`src/shared/frb_pkg.sv`:
```
package frb_pkg;

	// ------------------------------------------------------------
	// register map (word offsets on the plain port)
	// ------------------------------------------------------------
	localparam logic [3:0] OFF_CTRL     = 4'h0;  // arm / disarm / policy
	localparam logic [3:0] OFF_RTW_LOAD = 4'h1;  // reset-time timeout ticks
	localparam logic [3:0] OFF_SCW_LOAD = 4'h2;  // completion timeout ticks
	localparam logic [3:0] OFF_OSW_LOAD = 4'h3;  // os load timeout ticks
	localparam logic [3:0] OFF_CMD      = 4'h4;  // firmware commands
	localparam logic [3:0] OFF_STATUS   = 4'h5;  // boot cpu, flags
	localparam logic [3:0] OFF_SLOTS    = 4'h6;  // per-slot states
	localparam logic [3:0] OFF_HIST     = 4'h7;  // failure history
	localparam logic [3:0] OFF_LOG      = 4'h8;  // self-logged event

	// ------------------------------------------------------------
	// control fields
	// ------------------------------------------------------------
	localparam int CTRL_SCW_ARM  = 0;   // completion watchdog armed
	localparam int CTRL_OSW_ARM  = 1;   // os load watchdog armed
	localparam int CTRL_RTW_DIS  = 2;   // write 1 disarms reset-time wd
	localparam int CTRL_POL_LSB  = 4;   // two policy bits

	// ------------------------------------------------------------
	// command fields (write-only pulses)
	// ------------------------------------------------------------
	localparam int CMD_DIS_BOOT  = 0;   // boot cpu failed self-test
	localparam int CMD_DIS_SEC   = 1;   // secondary cpu failed
	localparam int CMD_RETEST    = 2;   // clear history of slot
	localparam int CMD_SLOT_LSB  = 8;   // target slot field

	// ------------------------------------------------------------
	// reset values and counts
	// ------------------------------------------------------------
	localparam logic [31:0] RTW_LOAD_RST = 32'h0000_1000;
	localparam logic [31:0] SCW_LOAD_RST = 32'h0000_4000;
	localparam logic [31:0] OSW_LOAD_RST = 32'h0000_8000;
	localparam logic [1:0]  FAIL_LIMIT   = 2'h3; // completion failures since reset or retest
	localparam int          TICK_NS      = 1000; // timebase tick, ns
	localparam int          CLK_NS       = 25;   // 40 MHz clock
	localparam int          TICK_CYC     = TICK_NS / CLK_NS;

	// completion failure policy
	typedef enum logic [1:0] {
		POL_NEXT  = 2'h0,   // disable on next reboot
		POL_NEVER = 2'h1,   // never disable
		POL_THREE = 2'h2    // disable after three failures since reset or retest
	} policy_t;

	// slot report states
	typedef enum logic [1:0] {
		SLOT_ABSENT = 2'h0,
		SLOT_PASSED = 2'h1,
		SLOT_FAILED = 2'h2
	} slot_state_t;

endpackage

```
`src/shared/wd_if.sv`:
```
`timescale 1ns/1ps
// watchdog control and status bundle
interface wd_if;
	logic        arm;      // count while high
	logic        restart;  // reload from load value
	logic [31:0] load;     // timeout in ticks
	logic        expire;   // one-cycle pulse on zero
	logic        running;  // counting
	modport ctl (output arm, output restart, output load,
		input expire, input running);
	modport wd  (input arm, input restart, input load,
		output expire, output running);
endinterface

```
`src/logic/wd_counter.sv`:
```
`timescale 1ns/1ps
// one down-counting watchdog, ticks from a shared timebase
module wd_counter (
	input  wire logic clk,
	input  wire logic rstn,
	input  wire logic tick,
	wd_if.wd          w
);
	import frb_pkg::*;

	logic [31:0] cnt_q;    // remaining ticks
	logic        run_q;    // armed and loaded

	// ------------------------------------------------------------
	// count: disarm acts at once, expiry on reaching zero
	// ------------------------------------------------------------
	always_ff @(posedge clk or negedge rstn) begin
		if (!rstn) begin
			cnt_q <= 32'h0;
			run_q <= 1'b0;
		end else if (!w.arm) begin
			run_q <= 1'b0;
		end else if (w.restart || !run_q) begin
			cnt_q <= w.load;
			run_q <= 1'b1;
		end else if (tick && cnt_q != 32'h0) begin
			cnt_q <= cnt_q - 32'h1;
		end
	end

	// pulse in the cycle the count reaches zero
	assign w.expire  = w.arm && run_q && !w.restart && tick &&
		cnt_q == 32'h1;
	assign w.running = run_q;
endmodule // wd_counter

```
`src/logic/frb_timebase.sv`:
```
`timescale 1ns/1ps
// divides the clock down to the watchdog tick
module frb_timebase #(
	parameter int DIV = frb_pkg::TICK_CYC
) (
	input  wire logic clk,
	input  wire logic rstn,
	output logic      tick
);
	logic [15:0] div_q;    // cycle count within one tick

	// ------------------------------------------------------------
	// free running divider
	// ------------------------------------------------------------
	always_ff @(posedge clk or negedge rstn) begin
		if (!rstn)
			div_q <= 16'h0;
		else if (div_q == 16'(DIV - 1))
			div_q <= 16'h0;
		else
			div_q <= div_q + 16'h1;
	end

	assign tick = (div_q == 16'(DIV - 1));
endmodule // frb_timebase

```
`src/logic/fault_resilient_boot_watchdog.sv`:
```
// ------------------------------------------------------------
// Overview of operation
// two watchdogs; reset-time one starts after hard reset
// firmware disarms reset-time watchdog before expiry
// reset-time expiry resets system, disables boot cpu
// pick next boot cpu each expiry until disarmed
// beep when no working cpu, keep cycling
// soft reset leaves reset-time watchdog alone
// firmware arms completion watchdog before disarming first
// firmware extends, then disarms completion watchdog
// firmware disarms completion watchdog before password
// completion expiry issues async system reset
// retain failing cpu status after completion reset
// completion policy: next, never, or three failures
// self-test failure request disables, reselects, resets
// no alternate cpu: beep and halt
// os load watchdog, off by default, reboots
// secondary cpu disable request disables it
// log reset-time failures by itself
// nonvolatile failure history until retest
// all bad: keep original boot cpu
// terminator fitted clears slot failure flag
// each slot reports passed, failed, or absent
// tick decrement, expire at zero, instant disarm
// ------------------------------------------------------------
`timescale 1ns/1ps
module fault_resilient_boot_watchdog #(
	parameter int NCPU = 2                  // processor slots
) (
	input  wire logic              clk,
	input  wire logic              rstn,
	input  wire logic              hard_reset_n,  // hard reset / power
	input  wire logic              soft_reset,    // soft reset seen
	input  wire logic [3:0]        addr,
	input  wire logic [31:0]       wdata,
	input  wire logic              wr,
	input  wire logic              rd,
	output logic [31:0]            rdata,
	input  wire logic [NCPU-1:0]   cpu_present,   // socket populated
	input  wire logic [NCPU-1:0]   terminator,    // terminator fitted
	input  wire logic [NCPU-1:0]   nv_hist_in,    // history load value
	output logic [NCPU-1:0]        nv_hist_out,   // history to store
	output logic                   nv_hist_wr,    // store strobe
	output logic                   sys_reset,     // system reset pulse
	output logic                   async_system_reset, // completion reset
	output logic [NCPU-1:0]        cpu_disable,   // disabled cpus
	output logic [NCPU-1:0]        primary_boot_cpu, // one-hot boot cpu
	output logic                   beep,          // speaker request
	output logic                   halt           // stop the system
);
	import frb_pkg::*;

	localparam int SW = $clog2(NCPU) > 0 ? $clog2(NCPU) : 1;

	// ------------------------------------------------------------
	// shared timebase and three watchdogs
	// ------------------------------------------------------------
	logic tick;                 // one per tick period
	wd_if rtw ();               // reset-time watchdog
	wd_if scw ();               // selftest completion watchdog
	wd_if osw ();               // os load watchdog

	frb_timebase u_tb (.clk(clk), .rstn(rstn), .tick(tick));
	wd_counter u_rtw (.clk(clk), .rstn(rstn), .tick(tick), .w(rtw));
	wd_counter u_scw (.clk(clk), .rstn(rstn), .tick(tick), .w(scw));
	wd_counter u_osw (.clk(clk), .rstn(rstn), .tick(tick), .w(osw));

	// ------------------------------------------------------------
	// state
	// ------------------------------------------------------------
	logic [31:0]     rtw_load_q, scw_load_q, osw_load_q; // timeouts
	logic            rtw_arm_q;     // reset-time wd armed
	logic            rtw_rst_q;     // reload request
	logic            scw_arm_q;     // completion wd armed
	logic            osw_arm_q;     // os wd armed, off by default
	policy_t         pol_q;         // completion failure policy
	logic [SW-1:0]   boot_q;        // current boot cpu
	logic [SW-1:0]   orig_q;        // boot cpu before cycling
	logic [NCPU-1:0] fail_q;        // failure history, nonvolatile copy
	logic [NCPU-1:0] scw_flag_q;    // retained completion status
	logic [1:0]      scw_cnt_q;     // completion failures since reset or retest
	logic            hist_ld_q;     // history loaded after reset
	logic            hr_q;          // hard_reset_n level seen last cycle
	logic [7:0]      log_q;         // self-logged event count
	logic            beep_q, halt_q;
	logic            sysrst_q, asr_q;

	// command decode
	logic            wr_ctrl, wr_cmd;
	logic [SW-1:0]   cmd_slot;
	logic            hard_rel;      // hard reset release pulse
	assign wr_ctrl  = wr && addr == OFF_CTRL;
	assign wr_cmd   = wr && addr == OFF_CMD;
	assign cmd_slot = wdata[CMD_SLOT_LSB +: SW];
	assign hard_rel = hard_reset_n && !hr_q;

	// ------------------------------------------------------------
	// next good cpu search, wraps around from the current one
	// ------------------------------------------------------------
	logic [SW-1:0] next_cpu;     // candidate after boot_q
	logic          next_ok;      // a good candidate exists
	always_comb begin
		next_cpu = boot_q;
		next_ok  = 1'b0;
		for (int i = NCPU - 1; i >= 1; i--) begin
			if (cpu_present[(int'(boot_q) + i) % NCPU] &&
				!fail_q[(int'(boot_q) + i) % NCPU]) begin
				next_cpu = SW'((int'(boot_q) + i) % NCPU);
				next_ok  = 1'b1;
			end
		end
	end

	// ------------------------------------------------------------
	// watchdog drive
	// ------------------------------------------------------------
	assign rtw.arm     = rtw_arm_q;
	assign rtw.restart = rtw_rst_q;
	assign rtw.load    = rtw_load_q;
	assign scw.arm     = scw_arm_q;
	assign scw.restart = wr_ctrl && wdata[CTRL_SCW_ARM] && scw_arm_q;
	assign scw.load    = scw_load_q;
	assign osw.arm     = osw_arm_q;
	assign osw.restart = 1'b0;
	assign osw.load    = osw_load_q;

	// ------------------------------------------------------------
	// hard reset edge tracking
	// ------------------------------------------------------------
	always_ff @(posedge clk or negedge rstn) begin
		if (!rstn)
			hr_q <= 1'b0;
		else
			hr_q <= hard_reset_n;
	end

	// ------------------------------------------------------------
	// reset-time watchdog arming; soft reset is not an input here
	// ------------------------------------------------------------
	always_ff @(posedge clk or negedge rstn) begin
		if (!rstn) begin
			rtw_arm_q <= 1'b0;
			rtw_rst_q <= 1'b0;
		end else begin
			rtw_rst_q <= 1'b0;
			if (hard_rel || rtw.expire) begin
				rtw_arm_q <= 1'b1;
				rtw_rst_q <= 1'b1;
			end else if (wr_ctrl && wdata[CTRL_RTW_DIS]) begin
				rtw_arm_q <= 1'b0;
			end
		end
	end

	// ------------------------------------------------------------
	// firmware control and timeouts
	// ------------------------------------------------------------
	always_ff @(posedge clk or negedge rstn) begin
		if (!rstn) begin
			scw_arm_q  <= 1'b0;
			osw_arm_q  <= 1'b0;
			pol_q      <= POL_NEXT;
			rtw_load_q <= RTW_LOAD_RST;
			scw_load_q <= SCW_LOAD_RST;
			osw_load_q <= OSW_LOAD_RST;
		end else begin
			if (scw.expire)
				scw_arm_q <= 1'b0;
			else if (wr_ctrl)
				scw_arm_q <= wdata[CTRL_SCW_ARM];
			if (osw.expire)
				osw_arm_q <= 1'b0;
			else if (wr_ctrl)
				osw_arm_q <= wdata[CTRL_OSW_ARM];
			if (wr_ctrl) begin
				case (wdata[CTRL_POL_LSB +: 2])
					2'h1:    pol_q <= POL_NEVER;
					2'h2:    pol_q <= POL_THREE;
					default: pol_q <= POL_NEXT;
				endcase
			end
			if (wr && addr == OFF_RTW_LOAD) rtw_load_q <= wdata;
			if (wr && addr == OFF_SCW_LOAD) scw_load_q <= wdata;
			if (wr && addr == OFF_OSW_LOAD) osw_load_q <= wdata;
		end
	end

	// ------------------------------------------------------------
	// boot cpu selection, failure history, retained status
	// ------------------------------------------------------------
	always_ff @(posedge clk or negedge rstn) begin
		if (!rstn) begin
			boot_q     <= '0;
			orig_q     <= '0;
			fail_q     <= '0;
			scw_flag_q <= '0;
			scw_cnt_q  <= 2'h0;
			hist_ld_q  <= 1'b0;
			beep_q     <= 1'b0;
			halt_q     <= 1'b0;
			log_q      <= 8'h0;
		end else begin
			beep_q <= 1'b0;
			if (!hist_ld_q) begin
				fail_q    <= nv_hist_in;
				hist_ld_q <= 1'b1;
			end else if (hard_rel) begin
				fail_q <= fail_q & ~terminator;
				orig_q <= boot_q;
				halt_q <= 1'b0;
			end else if (rtw.expire) begin
				fail_q[boot_q] <= 1'b1;
				log_q <= log_q + 8'h1;
				if (next_ok)
					boot_q <= next_cpu;
				else begin
					boot_q <= orig_q;
					beep_q <= 1'b1;
				end
			end else if (scw.expire) begin
				scw_flag_q[boot_q] <= 1'b1;
				scw_cnt_q <= (scw_cnt_q == FAIL_LIMIT) ? scw_cnt_q
					: scw_cnt_q + 2'h1;
				if (pol_q == POL_NEXT ||
					(pol_q == POL_THREE &&
					scw_cnt_q + 2'h1 == FAIL_LIMIT))
					fail_q[boot_q] <= 1'b1;
			end else if (wr_cmd && wdata[CMD_DIS_BOOT]) begin
				fail_q[boot_q] <= 1'b1;
				if (next_ok)
					boot_q <= next_cpu;
				else begin
					beep_q <= 1'b1;
					halt_q <= 1'b1;
				end
			end else if (wr_cmd && wdata[CMD_DIS_SEC]) begin
				fail_q[cmd_slot] <= 1'b1;
			end else if (wr_cmd && wdata[CMD_RETEST]) begin
				fail_q[cmd_slot]     <= 1'b0;
				scw_flag_q[cmd_slot] <= 1'b0;
				scw_cnt_q            <= 2'h0;
			end
		end
	end

	// ------------------------------------------------------------
	// reset outputs, one pulse each
	// ------------------------------------------------------------
	always_ff @(posedge clk or negedge rstn) begin
		if (!rstn) begin
			sysrst_q <= 1'b0;
			asr_q    <= 1'b0;
		end else begin
			sysrst_q <= rtw.expire || osw.expire ||
				(wr_cmd && wdata[CMD_DIS_BOOT] && next_ok);
			asr_q    <= scw.expire;
		end
	end

	// history store strobe when the copy changes
	logic [NCPU-1:0] fail_d1_q;   // last stored value
	always_ff @(posedge clk or negedge rstn) begin
		if (!rstn)
			fail_d1_q <= '0;
		else
			fail_d1_q <= fail_q;
	end

	// ------------------------------------------------------------
	// slot report: passed, failed or absent
	// ------------------------------------------------------------
	logic [2*NCPU-1:0] slots;     // two bits per slot
	always_comb begin
		for (int i = 0; i < NCPU; i++) begin
			if (!cpu_present[i] || terminator[i])
				slots[2*i +: 2] = SLOT_ABSENT;
			else if (fail_q[i])
				slots[2*i +: 2] = SLOT_FAILED;
			else
				slots[2*i +: 2] = SLOT_PASSED;
		end
	end

	// ------------------------------------------------------------
	// register read, data the cycle after the strobe
	// ------------------------------------------------------------
	always_ff @(posedge clk or negedge rstn) begin
		if (!rstn)
			rdata <= 32'h0;
		else if (rd) begin
			case (addr)
				OFF_CTRL:     rdata <= {26'h0, pol_q, 1'b0, rtw_arm_q,
					osw_arm_q, scw_arm_q};
				OFF_RTW_LOAD: rdata <= rtw_load_q;
				OFF_SCW_LOAD: rdata <= scw_load_q;
				OFF_OSW_LOAD: rdata <= osw_load_q;
				OFF_STATUS:   rdata <= 32'({scw_cnt_q, halt_q,
					scw_flag_q, 8'(boot_q)});
				OFF_SLOTS:    rdata <= 32'(slots);
				OFF_HIST:     rdata <= 32'(fail_q);
				OFF_LOG:      rdata <= {24'h0, log_q};
				default:      rdata <= 32'h0;
			endcase
		end else
			rdata <= 32'h0;
	end

	// ------------------------------------------------------------
	// outputs
	// ------------------------------------------------------------
	always_comb begin
		primary_boot_cpu = '0;
		primary_boot_cpu[boot_q] = 1'b1;
	end
	assign cpu_disable        = fail_q & ~primary_boot_cpu;
	assign nv_hist_out        = fail_q;
	assign nv_hist_wr         = hist_ld_q && fail_q != fail_d1_q;
	assign sys_reset          = sysrst_q;
	assign async_system_reset = asr_q;
	assign beep               = beep_q;
	assign halt               = halt_q;
endmodule // fault_resilient_boot_watchdog

```
`config.mk`:
```
export PLATFORM = sky130hd
export DESIGN_NAME = fault_resilient_boot_watchdog
export DESIGN_NICKNAME = d
export VERILOG_FILES = /design/src/shared/frb_pkg.sv /design/src/shared/wd_if.sv /design/src/logic/wd_counter.sv /design/src/logic/frb_timebase.sv /design/src/logic/fault_resilient_boot_watchdog.sv
export SDC_FILE = /design/constraint.sdc
export NUM_CORES = 1
export LEC_CHECK = 0
export BUFFER_PORTS_ARGS = -buffer_cell sky130_fd_sc_hd__buf_2
export CORE_MARGIN = 2
export CORE_UTILIZATION = 60
export DETAILED_ROUTE_END_ITERATION = 16
export HOLD_SLACK_MARGIN = 0.12
export PLACE_DENSITY = 0.79
export SLEW_MARGIN = 30
export SYNTH_ARGS = -nofsm -noshare
export SYNTH_HDL_FRONTEND = slang
export SYNTH_SLANG_ARGS = --single-unit
```
`constraint.sdc`:
```
create_clock -name clk -period 3.1 [get_ports clk]
set_input_delay 0.62 -clock clk [delete_from_list [all_inputs] [get_ports clk]]
set_output_delay 0.62 -clock clk [all_outputs]
set_load 0.01 [all_outputs]
```
==> reports/results.ini <==
[run_status]
outcome=completed

[clock_tree]
clk_pin_slew_worst_paths_ps=60
h-tree-depth=1
cts_setup_buffers=0
cts_tree=done
numClockSinks=273
post_cts_resized=0
cts-hold-fix-buffers=1
clock_latency_ps=550
cts-root-buf=clkbuf_16
clk_path_buf_depth=3
cts_buffers=29

[synth]
ys_seq_area_frac=0.4925
synth_simple_gate_area_share=0.1764
synth_compound_gate_area_share=0.1754
synth_ff_type=dfrtp_1
synth_cell_types=77
synth_area_per_cell_um2=10.01
synthAdderAreaFrac=0.01172
yosysWarnings=0
ys_ff_latch=273
syn_nets=1448
synth_xor_area_frac=0.01451
syn_area_um2=13880
muxShareOfSynthArea=0.09538
synth_top_family_by_area=simple AND/OR/NAND/NOR gates
synthCells=1387
synthArstFlopShare=1.000
synth_edf_count=0

[timing]
maxSlewHeadroom=0.4539
maxSlewViolCount=0
max_freq_mhz=340.1
rsz0062_at_grt=false
setup_viol_count_final=0
period_minus_slack_ps=2940
skew_ps=13.92
tightest_slew_ps=817.5
timing.hold.ws_ps=205.7
timing.final.ws_setup_ps=160.0
tns_ps=0
post-route-period-util=0.9484
finalHoldViolCount=0

[layout]
fin_cells=1787
seq_area_um2=6835
num_antenna_cells=0
multi_input_area_um2=6590
drive_above_1_share=0.2164
utilization=0.6964
area_growth_pct=13.60
nNetsFinal=1541
stdcell_area_um2=15770
nFillCells=1690

[global_routing]
antenna_found_initial=0
grt_max_degree=89
grt_overflow=0
grt_pass1_vias=11260
grt_util_all_layers=0.3275
grt_pass1_wl_um=62270

[placed_design]
placed_area_um2=14800
post-place-ws_ps=216.0
dp_hpwl_um=27470
portBuffers=89
gp_congestion=0.9196
dp.cells=1733

[floorplanning]
die_h_um=156.1
start_util=0.6130
die_area_um2=24360
rows=55
io_pins=91
die_x_um=156.1
fp.coreArea_um2=22640

[drt]
drc=0
drt-initial-drc-count=1124
final_antenna_net_count=0
vias_per_cell=6.641
dr.pass1.iters=7
wl_per_cell_um=22.07
vias=11870
wl_um=39440

[worst_setup_path]
critPathArrivalTime_ps=3350
crit_chain=or4_1, nor3_1, and4_1, a21boi_1, nor2_1, buf_4, o21ai_0
startpoint_type=flip-flop
critical_path_class=flip-flop to flip-flop
r2r_setup_slack_ps=160
cp.buffers_inverters=1
cpLargestDelayFamily=simple AND/OR/NAND/NOR gates
critPathMaxStageDelay_ps=610
crit_path_max_fanout=10
worst_setup_path_end_kind=flip-flop
crit_path_top_delay_cell=or4_1
worstPathRequired_ps=3510

[power_and_ir_drop]
ir_drop_uv=555.6
power.total_mw=12.03
p_per_area_nw_per_um2=763.2
p_leak_nw=6.741

[flow_run]
max_cap_viol_count=0

[worst_hold_path]
hold_class=input port to flip-flop

[cell type report]
| type | instances | share of cell area |
|---|---|---|
| multi-input combinational | 1004 | 0.4180 |
| clock buffer | 41 | 0.05142 |
| sequential | 273 | 0.4335 |
| tap | 285 | 0.02262 |
| inverter | 25 | 0.005952 |
| timing repair buffer | 147 | 0.05904 |
| clock inverter | 12 | 0.009444 |
[worst reg2reg max path: cells and delay by family, from the launching register on]
family	cells	cell delay, ps
AO/OA/AOI/OAI	2	430
flip-flops	1	420
buffers and inverters	1	210
AND/OR/NAND/NOR	4	1750
[worst paths after layout]
path                                             start                     endpoint  depth (start not counted)
setup / recovery           u_scw.cnt_q[19]$_DFFE_PN0P_  u_scw.cnt_q[30]$_DFFE_PN0P_                          7
hold / removal                            hard_reset_n               hr_q$_DFF_PN0_                          1
setup reg to reg           u_scw.cnt_q[19]$_DFFE_PN0P_  u_scw.cnt_q[30]$_DFFE_PN0P_                          7
hold reg to reg               u_tb.div_q[15]$_DFF_PN0_     u_tb.div_q[15]$_DFF_PN0_                          1
max in group asynchronous                         rstn     scw.load[14]$_DFFE_PN1P_                          3
min in group asynchronous                         rstn      rtw.load[7]$_DFFE_PN0P_                          2
[layout by cell type, fill, tap and decap left out, drive strengths merged, types with 15 or more instances in the layout]
| cell | Yosys | final |
|---|---|---|
| inv | 25 | 25 |
| nand2 | 114 | 114 |
| nor4 | 33 | 33 |
| o22ai | 18 | 18 |
| or4 | 24 | 24 |
| a22oi | 50 | 50 |
| a21oi | 81 | 81 |
| mux2 | 114 | 114 |
| dfrtp | 270 | 270 |
| or3 | 15 | 15 |
| nor3 | 49 | 49 |
| o21ai | 105 | 105 |
| clkbuf | 67 | 41 |
| buf | 18 | 146 |
| nand3 | 37 | 37 |
| nor2 | 94 | 94 |
| nand4 | 28 | 28 |
| and2 | 17 | 17 |
[where the power goes]
| part | total [mW] | switching [mW] | internal (mW) |
|---|---|---|---|
| registers | 5.58 | 1.11 | 4.47 |
| logic | 2.95 | 1.62 | 1.33 |
| clock network | 3.50 | 1.43 | 2.07 |
[registers in the layout (all words and copies together), names as in the netlist, 2 cells and up, named ones only]
| register | cells |
|---|---|
| scw.load | 32 |
| osw.load | 32 |
| u_scw.cnt_q | 32 |
| scw_cnt_q | 2 |
| u_rtw.cnt_q | 32 |
| u_osw.cnt_q | 32 |
| rtw.load | 32 |
| rdata | 32 |
| fail_d1_q | 2 |
| scw_flag_q | 2 |
| log_q | 8 |
| pol_q | 2 |
| u_tb.div_q | 16 |
[cell usage after synthesis, drive strengths merged, types with 6 or more instances]
| cell | n | area share |
|---|---|---|
| a21oi | 81 | 0.029 |
| a22oi | 50 | 0.027 |
| a31oi | 13 | 0.0059 |
| a32oi | 13 | 0.0082 |
| and2 | 17 | 0.0078 |
| and3 | 10 | 0.0045 |
| buf | 18 | 0.0089 |
| clkbuf | 67 | 0.018 |
| dfrtp | 270 | 0.49 |
| ha | 13 | 0.012 |
| inv | 25 | 0.0068 |
| mux2 | 114 | 0.092 |
| nand2 | 114 | 0.031 |
| nand2b | 10 | 0.0045 |
| nand3 | 37 | 0.013 |
| nand4 | 28 | 0.013 |
| nor2 | 94 | 0.025 |
| nor2b | 10 | 0.0045 |
| nor3 | 49 | 0.018 |
| nor3b | 6 | 0.0032 |
| nor4 | 33 | 0.015 |
| nor4b | 8 | 0.0050 |
| o21a | 6 | 0.0032 |
| o21ai | 105 | 0.038 |
| o22a | 7 | 0.0044 |
| o22ai | 18 | 0.0081 |
| o311ai | 13 | 0.0082 |
| o31ai | 6 | 0.0032 |
| or2 | 6 | 0.0027 |
| or3 | 15 | 0.0068 |
| or4 | 24 | 0.013 |
| xnor2 | 12 | 0.0076 |
| xor2 | 11 | 0.0069 |
[kinds of logic (layout without fill, tap and decap cells)]
kind of cell,after synthesis,after routing
AOI/OAI and AO/OA,375,375
xor gates and xnor gates,23,23
adders and majority gates,13,13
buffers and inverters,110,225
DFF,273,273
muxes,118,118
other,1,1
and+or+nand+nor,474,474
[routing by layer]
| metal | part of all wire | up-vias | wire length [um] | track usage |
|---|---|---|---|---|
| met3 | 0.093 | 83 | 3654 | 0.08556 |
| met1 | 0.42 | 5885 | 16450 | 0.4546 |
| met4 | 0.037 | 0 | 1441 | 0.1136 |
| met5 | 0 | - | 0 | 0 |
| li1 | - | 5393 | - | - |
| met2 | 0.45 | 506 | 17890 | 0.5034 |
No activity file was read; power rests on OpenSTA's default activity.
